$ cat config.mk
export PLATFORM = sky130hd
export DESIGN_NAME = acs_top
export DESIGN_NICKNAME = d
export VERILOG_FILES = /design/src/core/acs_pkg.sv /design/src/core/acs_pipe_if.sv /design/src/core/acs_top.sv /design/src/core/acs_pipe.sv
export SDC_FILE = /design/constraint.sdc
export NUM_CORES = 1
export LEC_CHECK = 0
export ABC_AREA = 1
export BUFFER_PORTS_ARGS = -buffer_cell sky130_fd_sc_hd__buf_2
export CORE_UTILIZATION = 59
export DETAILED_ROUTE_END_ITERATION = 16
export PLACE_DENSITY = 0.83
export SYNTH_ARGS = -nofsm -noshare
export SYNTH_HDL_FRONTEND = slang
export SYNTH_SLANG_ARGS = --single-unit
export TNS_END_PERCENT = 50
$ cat constraint.sdc
create_clock -name clk_sys_i -period 2.4 [get_ports clk_sys_i]
set_clock_uncertainty 0.2 [all_clocks]
set_input_delay 0.48 -clock clk_sys_i [delete_from_list [all_inputs] [get_ports clk_sys_i]]
set_output_delay 0.48 -clock clk_sys_i [all_outputs]
set_load 0.01 [all_outputs]
$ cat src/core/acs_pkg.sv
// Constants, types and timing counts of the calibration sequencer
// Function
// - Calibration run ends within selected cycle limit
// - Power-up wait bounded by delay-select pin
// - New output word every input cycle
// - Pipeline latency is fixed whole cycles
// - Output delay added after pipeline latency
// - Power-down freezes power-up delay counter
// - Request high at power-up blocks calibration
// - No calibration start or run in power-down
// - Phase adjust needs permit bit to calibrate
package acs_pkg;

  // Synchronised pin vector positions
  localparam int IN_CAL    = 0;
  localparam int IN_PD     = 1;
  localparam int IN_DSEL   = 2;
  localparam int IN_TRIM   = 3;
  localparam int IN_PHADJ  = 4;
  localparam int IN_PERMIT = 5;
  localparam int IN_W      = 6;

  // Counter and data widths
  localparam int DLY_W = 33;
  localparam int RUN_W = 21;
  localparam int CNT_W = 11;
  localparam int DAT_W = 8;

  // Power-up wait limits in cycles
  localparam logic [DLY_W-1:0] PU_WAIT_SHORT_CYC = 33'h004000000;
  localparam logic [DLY_W-1:0] PU_WAIT_LONG_CYC  = 33'h100000000;

  // Calibration run lengths in cycles
  localparam logic [RUN_W-1:0] RUN_TRIM_CYC   = 21'h18b820;
  localparam logic [RUN_W-1:0] RUN_NOTRIM_CYC = 21'h149970;

  // Least low and high time of the request pin
  localparam logic [CNT_W-1:0] CAL_MIN_CYC = 11'h500;

  // Settling count of the pin filter after reset
  localparam logic [2:0] INIT_LAST = 3'h4;
  localparam logic [2:0] INIT_DONE = 3'h5;

  // Pipeline timing
  localparam int  PIPE_LAT_CYC = 13;
  localparam real CLK_PERIOD_NS = 25.0;
  localparam real OUT_DLY_NS    = 4.0;
  localparam int  OUT_DLY_CYC   =
    (int'($ceil(OUT_DLY_NS / CLK_PERIOD_NS)) < 1) ? 1 :
    int'($ceil(OUT_DLY_NS / CLK_PERIOD_NS));
  localparam int  PIPE_TOT_CYC  = PIPE_LAT_CYC + OUT_DLY_CYC;
  localparam logic [4:0] FILL_FULL = 5'(PIPE_TOT_CYC);

  // Sequencer states, Gray coded along the usual path
  typedef enum logic [1:0] {
    ST_PWRUP = 2'h0,
    ST_IDLE  = 2'h1,
    ST_RUN   = 2'h3
  } acs_state_type;

endpackage : acs_pkg

$ cat src/core/acs_pipe_if.sv
// Carrier between sequencer top and conversion pipeline
`timescale 1ns/1ps
interface acs_pipe_if;
  import acs_pkg::*;

  logic [DAT_W-1:0] sample;
  logic [DAT_W-1:0] drv;
  logic [DAT_W-1:0] word;

  modport top  (output sample, input  drv, input  word);
  modport pipe (input  sample, output drv, output word);
endinterface : acs_pipe_if

$ cat src/core/acs_top.sv
// Calibration sequencer top: power-up wait, request detect, run
`timescale 1ns/1ps
module acs_top
  import acs_pkg::*;
#(
  parameter logic [DLY_W-1:0] PU_WAIT_SHORT = PU_WAIT_SHORT_CYC,
  parameter logic [DLY_W-1:0] PU_WAIT_LONG  = PU_WAIT_LONG_CYC,
  parameter logic [RUN_W-1:0] RUN_TRIM      = RUN_TRIM_CYC,
  parameter logic [RUN_W-1:0] RUN_NOTRIM    = RUN_NOTRIM_CYC
)
(
  // Clock and reset
  input  wire logic             clk_sys_i,
  input  wire logic             rstn_i,
  // Control pins
  input  wire logic             cal_pin_i,
  input  wire logic             power_down_pin_i,
  input  wire logic             cal_delay_select_i,
  input  wire logic             trim_en_i,
  input  wire logic             phase_adj_en_i,
  input  wire logic             phase_cal_permit_bit_i,
  // Status
  output logic                  pwrup_wait_o,
  output logic                  cal_running_o,
  output logic                  cal_done_o,
  // Conversion data
  input  wire logic [DAT_W-1:0] sample_i,
  output logic      [DAT_W-1:0] data_o
);

  // Filter settle and idle cycles taken off the wait to meet its limit
  localparam logic [DLY_W-1:0] PU_OVH = DLY_W'(INIT_DONE) + 33'h2;

  typedef struct packed {
    acs_state_type     st;
    logic [IN_W-1:0]   s1;
    logic [IN_W-1:0]   s2;
    logic [IN_W-1:0]   s3;
    logic [IN_W-1:0]   flt;
    logic [2:0]        init;
    logic              blk;
    logic              pend;
    logic              trim;
    logic              done;
    logic [DLY_W-1:0]  dly;
    logic [RUN_W-1:0]  run;
    logic [CNT_W-1:0]  lo;
    logic [CNT_W-1:0]  hi;
  } acs_top_st_type;

  acs_top_st_type   q;
  acs_top_st_type   d;
  logic             req;
  logic [IN_W-1:0]  pins;
  logic             pd;
  logic             permit_ok;
  logic             init_ok;
  logic [DLY_W-1:0] wait_lim;
  logic [RUN_W-1:0] run_lim;

  ////////////////////////////////////////////////////////////////////////
  // Filtered pin view
  assign pins = {phase_cal_permit_bit_i, phase_adj_en_i, trim_en_i,
                 cal_delay_select_i, power_down_pin_i, cal_pin_i};
  assign pd        = q.flt[IN_PD];
  assign permit_ok = !q.flt[IN_PHADJ] || q.flt[IN_PERMIT];
  assign init_ok   = (q.init == INIT_DONE);
  assign wait_lim  = q.flt[IN_DSEL] ? PU_WAIT_LONG : PU_WAIT_SHORT;
  assign run_lim   = q.trim ? RUN_TRIM : RUN_NOTRIM;

  ////////////////////////////////////////////////////////////////////////
  // Next-state logic
  always_comb
  begin
    d      = q;
    req    = 1'b0;
    d.done = 1'b0;
    // Three-stage sync, change taken when stages 2 and 3 agree
    d.s1  = pins;
    d.s2  = q.s1;
    d.s3  = q.s2;
    d.flt = (q.s2 & q.s3) | (q.flt & (q.s2 ^ q.s3));
    // Catch the request pin level once the filter has settled
    if (q.init == INIT_LAST)
    begin
      d.init = INIT_DONE;
      d.blk  = q.flt[IN_CAL];
    end
    else if (!init_ok)
    begin
      d.init = q.init + 3'h1;
    end
    // Request detect: low period, then high period
    if (init_ok)
    begin
      if (!q.flt[IN_CAL])
      begin
        d.hi = '0;
        // Low after a cut high phase starts a fresh low period
        if (q.hi != '0)
        begin
          d.lo = 11'h1;
        end
        else if (q.lo != CAL_MIN_CYC)
        begin
          d.lo = q.lo + 11'h1;
        end
      end
      else if (q.lo == CAL_MIN_CYC)
      begin
        if (q.hi == CAL_MIN_CYC - 11'h1)
        begin
          req  = 1'b1;
          d.lo = '0;
          d.hi = '0;
        end
        else
        begin
          d.hi = q.hi + 11'h1;
        end
      end
      else
      begin
        // Short low period: no credit carried to the next one
        d.hi = '0;
        d.lo = '0;
      end
    end
    // Sequencer
    case (q.st)
      ST_PWRUP:
      begin
        if (init_ok && !pd)
        begin
          if (q.dly >= wait_lim - PU_OVH)
          begin
            d.st   = ST_IDLE;
            d.pend = !q.blk;
          end
          else
          begin
            d.dly = q.dly + 33'h1;
          end
        end
      end
      ST_IDLE:
      begin
        if (q.pend && !pd)
        begin
          d.pend = 1'b0;
          if (permit_ok)
          begin
            d.st   = ST_RUN;
            d.run  = '0;
            d.trim = q.flt[IN_TRIM];
          end
        end
      end
      ST_RUN:
      begin
        if (pd)
        begin
          d.st   = ST_IDLE;
          d.pend = 1'b1;
        end
        else if (q.run >= run_lim - 21'h1)
        begin
          d.st   = ST_IDLE;
          d.done = 1'b1;
        end
        else
        begin
          d.run = q.run + 21'h1;
        end
      end
      default:
      begin
        d.st = ST_PWRUP;
      end
    endcase
    // A new request wins over any clear
    if (req)
    begin
      d.pend = 1'b1;
      d.blk  = 1'b0;
    end
  end

  // State register
  always_ff @(posedge clk_sys_i or negedge rstn_i)
  begin
    if (!rstn_i)
    begin
      q    <= '0;
      q.st <= ST_PWRUP;
    end
    else
    begin
      q <= d;
    end
  end

  // Status outputs
  assign pwrup_wait_o  = (q.st == ST_PWRUP);
  assign cal_running_o = (q.st == ST_RUN);
  assign cal_done_o    = q.done;

  ////////////////////////////////////////////////////////////////////////
  // Conversion pipeline
  acs_pipe_if pif ();

  assign pif.sample = sample_i;
  assign data_o     = pif.word;

  acs_pipe u_pipe (
    .clk_sys_i (clk_sys_i),
    .rstn_i    (rstn_i),
    .pif       (pif)
  );

  ////////////////////////////////////////////////////////////////////////
  // Sequencer checks
  run_len_a: assert property (@(posedge clk_sys_i) disable iff (!rstn_i)
    cal_done_o |-> $past(cal_running_o)
      && $past(q.run) == $past(run_lim) - 21'h1)
    else $error("calibration run length wrong");

  dly_lim_a: assert property (@(posedge clk_sys_i) disable iff (!rstn_i)
    pwrup_wait_o |-> q.dly < wait_lim)
    else $error("power-up wait over limit");

  pd_gate_a: assert property (@(posedge clk_sys_i) disable iff (!rstn_i)
    pwrup_wait_o && pd |=> $stable(q.dly))
    else $error("delay counter ran in power-down");

  blk_cal_a: assert property (@(posedge clk_sys_i) disable iff (!rstn_i)
    !cal_running_o && q.blk |=> !cal_running_o)
    else $error("calibration despite blocked request pin");

  pd_stop_a: assert property (@(posedge clk_sys_i) disable iff (!rstn_i)
    pd |=> !cal_running_o)
    else $error("calibration in power-down");

  cal_permit_a: assert property (@(posedge clk_sys_i) disable iff (!rstn_i)
    $rose(cal_running_o) |-> $past(permit_ok) && $past(q.pend))
    else $error("calibration started without permit");

endmodule : acs_top

$ cat src/core/acs_pipe.sv
// Fixed-latency conversion pipeline with output delay stage
`timescale 1ns/1ps
module acs_pipe
  import acs_pkg::*;
(
  // Clock and reset
  input  wire logic  clk_sys_i,
  input  wire logic  rstn_i,
  // Data path
  acs_pipe_if.pipe   pif
);

  typedef struct packed {
    logic [PIPE_TOT_CYC-1:0][DAT_W-1:0] stg;
    logic [4:0]                         fill;
  } acs_pipe_st_type;

  acs_pipe_st_type q;
  acs_pipe_st_type d;

  ////////////////////////////////////////////////////////////////////////
  // Shift one word per cycle along the stages
  always_comb
  begin
    d = q;
    d.stg[0] = pif.sample;
    for (int i = 1; i < PIPE_TOT_CYC; i++)
    begin
      d.stg[i] = q.stg[i-1];
    end
    if (q.fill != FILL_FULL)
    begin
      d.fill = q.fill + 5'h1;
    end
  end

  // State register
  always_ff @(posedge clk_sys_i or negedge rstn_i)
  begin
    if (!rstn_i)
    begin
      q <= '0;
    end
    else
    begin
      q <= d;
    end
  end

  // Word at driver stage, then after output delay
  assign pif.drv  = q.stg[PIPE_LAT_CYC-1];
  assign pif.word = q.stg[PIPE_TOT_CYC-1];

  ////////////////////////////////////////////////////////////////////////
  // Latency checks
  drv_lat_a: assert property (@(posedge clk_sys_i) disable iff (!rstn_i)
    q.fill == FILL_FULL |-> pif.drv == $past(pif.sample, PIPE_LAT_CYC))
    else $error("driver stage latency wrong");

  out_lat_a: assert property (@(posedge clk_sys_i) disable iff (!rstn_i)
    q.fill == FILL_FULL |-> pif.word == $past(pif.sample, PIPE_TOT_CYC))
    else $error("output word latency wrong");

  out_dly_a: assert property (@(posedge clk_sys_i) disable iff (!rstn_i)
    q.fill == FILL_FULL |-> pif.word == $past(pif.drv, 1))
    else $error("output delay stage wrong");

endmodule : acs_pipe

Word level (Yosys, flattened, before mapping)

Cells that the tools add are included.

Output and inout port bits: 11
Register bits: 221
Bits of input ports: 16

$add $sub $neg: 7
Reductions and logical operators: 18
$lt $le $gt $ge: 2
Eq/ne operators: 20
Multiplexer cells: 37
Bitwise gates (word level): 5

Operators by type and width:

| kind                    | number |
|---|---|
| $mux W21                | 4 |
| $mux W11                | 4 |
| $mux W22                | 2 |
| $pmux W21 S2            | 1 |
| $add A33 B1 Y33 const B | 1 |
| $ge A33 B33 Y1          | 1 |
| $mux W33                | 1 |
| $sub A33 B3 Y33 const B | 1 |
| $add A11 B1 Y11 const B | 2 |
| $eq A11 B11 Y1 const B  | 2 |
| $add A21 B1 Y21 const B | 1 |
| $ge A21 B21 Y1          | 1 |
| $sub A21 B1 Y21 const B | 1 |
| $mux W20                | 1 |
| $mux W2                 | 8 |
| $reduce_and A5 Y1       | 3 |
| $and A6 B6 Y6           | 2 |
| $mux W1                 | 12 |
| $ne A3 B1 Y1 const B    | 4 |
| $ne A11 B11 Y1 const B  | 1 |
| $reduce_bool A11 Y1     | 1 |
| $reduce_and A3 Y1       | 3 |
| $ne A2 B2 Y1 const B    | 4 |
| $eq A3 B3 Y1 const B    | 2 |
| 19 further kinds        | 26 |

Depth between registers and ports, before layout

Depth in word-level cells: 7
Depth in mapped cells: 14

Hierarchy

A second synthesis with hierarchy kept.

Cells, all modules: 1023
Area, all modules: 9565.4 um^2

Modules (own cells, without submodules):

| module   | instances | area an instance (um^2) | cells an instance |
|---|---|---|---|
| acs_top  | 1         | 6702.7                  | 903 |
| acs_pipe | 1         | 2862.7                  | 120 |

Worst setup path after synthesis

Ideal clock, no wire load.

Kind: reg2reg
Start: reg q[85] in the netlist's numbering
End: reg q[73] in the netlist's numbering
Setup time: 118 ps
Period minus slack after synthesis: 1992 ps
Data required time: 2082 ps
Stages on the path, launching flop included: 13
Arrival: 1673 ps
Path slack: 408 ps
Cells stage by stage: dfrtp_1 inv_1 ha_1 nand2_1 inv_1 nand2_1 nand2_1 a21oi_1 nand4_2 buf_6 buf_6 nand2_1 nand2_1

Longest elaborated chain between the ends: 5

Ends and longest elaborated chain:

| element                            | line           | RTL |
|---|---|---|
| from (decl)                        | acs_top.sv:51  | `acs_top_st_type q;` |
| $mux W33                           | acs_top.sv:68  | `assign wait_lim = q.flt[IN_DSEL] ? PU_WAIT_LONG : PU_WAIT_SHORT;` |
| $sub A33 B3 Y33                    | acs_top.sv:135 | `if (q.dly >= wait_lim - PU_OVH)` |
| $ge A33 B33 Y1                     | acs_top.sv:135 |  |
| $not A1 Y1 (no source line)        | -              |  |
| $reduce_and A3 Y1 (no source line) | -              |  |

Every way passes these cells.
A chain may end at the register's enable or synchronous reset.

Final worst setup path

Start: reg q[107] in the netlist's numbering
End: out cal_running_o

Longest elaborated chain between the ends: 1

Ends and longest elaborated chain:

| element      | line           | RTL |
|---|---|---|
| $eq A2 B2 Y1 | acs_top.sv:205 | `assign cal_running_o = (q.st == ST_RUN);` |
| to (decl)    | acs_top.sv:24  | `output logic cal_running_o,` |

Every way passes these cells.

==> flow_metrics.py <==
metrics = {
    "outcome": {
        "status": "finished, final reports clean",
    },
    "detailed_routing": {
        "via_per_inst": 5.48,
        "wirelength_um": 20300,
        "first_pass_iters": 5,
        "drc": 0,
        "antenna_left": 0,
        "wl_per_cell_um": 15.4,
        "drt_iter0_drc": 672,
        "vias": 7202,
    },
    "setup_path": {
        "start_kind": "flop",
        "criticalPathCategory": "reg2out",
        "r2r-start": "q[85]$_DFF_PN0_",
        "cp_slowest_cell": "dfrtp_1",
        "rrSetupSlack_ns": 0.16,
        "required_ns": 1.72,
        "path_cells": "ha_1 > buf_4 > buf_2",
        "critPathCaptureType": "output port",
        "reg2reg_to": "q[68]$_DFFE_PN0P_",
        "crit_arrival_ns": 1.59,
        "reg2regPathDepth": 12,
        "crit_path_max_fanout": 12,
        "max_stage_delay_ns": 0.47,
    },
    "sta": {
        "finalSetupTns_ns": 0,
        "max_slew_margin": 0.648,
        "clock.fmax_ghz": 0.441,
        "whs_ns": 0.141,
        "slew_violations": 0,
        "hold_viol_final": 0,
        "finalSetupViolCount": 0,
        "worst_pin_slew_ns": 0.524,
        "fin_crit_ns": 2.27,
        "finalCritPeriodShare": 0.945,
        "rsz0062_at_grt": "no",
    },
    "synth": {
        "ys_seq_area_frac": 0.584,
        "ys_ff_latch": 221,
        "yosys_warnings": 0,
        "synth_area_um2": 9480,
        "synth_enable_flop_cells": 0,
        "syn_nets": 1069,
        "synth_flop_cell": "dfrtp_1",
        "synthArstFlopShare": 1.00,
        "synth_cells": 1020,
        "synth_cell_types": 35,
        "syn_area_per_cell_um2": 9.29,
    },
    "floorplan": {
        "io_pins": 27,
        "die_h_um": 129,
        "die-width_um": 129,
        "start_util": 0.614,
        "rows": 45,
        "core_area_um2": 15400,
        "dieArea_um2": 16600,
    },
    "final_layout": {
        "layout.cells.non_filler": 1314,
        "nNetsFinal": 1135,
        "area_growth_pct": 15.1,
        "final_cell_mix": "293 x nand2_1, 220 x dfrtp_1, 108 x nor2_1",
        "drive_gt1_frac": 0.102,
        "multi_input_area_um2": 3520,
        "final_common_cell": "nand2_1",
        "n_antenna_cell": 0,
        "regArea_um2": 5530,
        "nFillCells": 1091,
    },
    "clock_tree": {
        "cts.sinks": 221,
        "insertion_delay_ns": 0.51,
        "cts-root-buf": "clkbuf_16",
        "clk_pin_slew_ns": 0.06,
        "numCtsBuffers": 23,
        "cts-htree-levels": 1,
        "clk_path_buf_depth": 3,
        "cts_tree": "done",
        "postCtsSetupRepairBufs": 0,
    },
    "placement": {
        "port_buffers": 26,
        "gp_congestion": 0.936,
        "dpl.cell_count": 1257,
        "dpl.hpwl_um": 12500,
    },
    "run": {
        "maxCapViolCount": 0,
    },
    "min_path": {
        "hp-class": "reg2reg",
        "holdPathStages": 0,
        "hold_start": "u_pipe.d[13]$_DFF_PN0_",
        "whs_endpoint": "u_pipe.d[21]$_DFF_PN0_",
    },
    "global_routing": {
        "grt_overflow": 0,
        "grt_pass1_wl_um": 34800,
        "track_usage": 0.264,
        "grt_pass1_vias": 7266,
        "antenna_found_initial": 0,
        "grt_max_degree": 69,
    },
    "power": {
        "p_per_area_nw_per_um2": 747,
        "p_total_uw": 8150,
        "ir_drop_v": 0.000794,
        "leakage_uw": 0.00510,
    },
}
==> worst max-delay path: cells and delay by family (launching register included) <==
kind / cells / cell delay, ns
fa+ha+maj: 1 / 0.21
buf+inv: 2 / 0.40
flops: 1 / 0.47
==> registers in the layout, summed over array words and instances, names as in the netlist <==
name / cells
q: 95
cal_done_o: 1
u_pipe.d: 96
u_pipe.pif.drv: 8
pd: 1
d: 12
u_pipe.pif.word: 8
==> where the power goes <==
group | internal [µW] | switching [µW] | total [µW]
clock network | 2130 | 1470 | 3600
registers | 3910 | 153 | 4070
logic | 191 | 299 | 490
==> logic make-up after synthesis <==
kind of cell               Yosys count  synth area share
and+or+nand+nor                    557             0.251
DFF                                221             0.584
buffers and inverters              104            0.0491
AOI/OAI and AO/OA                   68            0.0388
xor gates and xnor gates            37            0.0342
adders and majority gates           33            0.0436
==> cell type report <==
| type | instances | area share |
|---|---|---|
| clock buffer | 30 | 0.0588 |
| clock inverter | 12 | 0.0127 |
| inverter | 84 | 0.0289 |
| multi-input combinational | 695 | 0.322 |
| sequential | 221 | 0.507 |
| tap | 211 | 0.0242 |
| timing repair buffer | 61 | 0.0461 |
==> cell usage after synthesis (2+ instances only) <==
cell / instances / area, µm²
buf_6: 7 / 78.8
buf_4: 4 / 30.0
nor3b_1: 2 / 15.0
a31oi_1: 3 / 18.8
nand2_2: 4 / 25.0
inv_1: 82 / 308
o21ai_1: 2 / 10.0
a21o_1: 6 / 45.0
nand3b_1: 5 / 37.5
nand2_1: 293 / 1100
nand3_2: 3 / 30.0
nor2_1: 112 / 420
dfrtp_1: 221 / 5530
nand2_4: 2 / 22.5
nor3_1: 30 / 150
clkbuf_1: 3 / 11.3
o21ai_0: 30 / 150
xor2_1: 17 / 149
nand4_1: 15 / 93.8
ha_1: 33 / 413
inv_2: 2 / 7.51
nor2_2: 3 / 18.8
nand3_1: 83 / 415
a21oi_1: 23 / 115
buf_2: 6 / 30.0
xnor2_1: 20 / 175
==> per-stage QoR <==
| stage | instance area, µm² | setup WS, ns | util |
|---|---|---|---|
| after floorplan | 9480 | 0.408 | - |
| after global placement | 9940 | 0.253 | 0.645 |
| after detailed placement | 9940 | 0.132 | 0.645 |
| after CTS | 10900 | 0.0701 | 0.705 |
| after global routing | 10900 | 0.0124 | 0.707 |
| final | 10900 | 0.132 | 0.707 |
==> routing by layer <==
layer	GRT usage	part of all wire	wire, µm
met5	0	0	0
met4	0.0900	0.027	554
met3	0.0378	0.059	1200
met2	0.450	0.49	9910
met1	0.349	0.43	8620
==> worst max-delay path by stage <==
stage / to / from / slack, ns / cells past startpoint
global route: q[10]$_DFFE_PN0N_ / q[81]$_DFFE_PN0P_ / 0.01 / 11
floorplan: q[73]$_DFFE_PN0P_ / q[85]$_DFF_PN0_ / 0.41 / 12
global placement: q[72]$_DFFE_PN0P_ / q[85]$_DFF_PN0_ / 0.25 / 12
finish: cal_running_o / q[107]$_DFFE_PN0P_ / 0.13 / 3
CTS: q[41]$_DFFE_PN0P_ / q[77]$_DFFE_PN0P_ / 0.07 / 12
detailed placement: q[34]$_DFFE_PN0P_ / q[77]$_DFFE_PN0P_ / 0.13 / 12
==> timing repair <==
| item | 4_1_cts | 5_1_grt |
|---|---|---|
| setup endpoints to repair | 1 | 45 |
| hold buffers | 15 | 0 |
| gates resized for setup | 1 | 10 |
| pin swaps | 0 | 1 |
| hold endpoints to repair | 76 | 0 |
No activity file was read; power rests on OpenSTA's default activity.
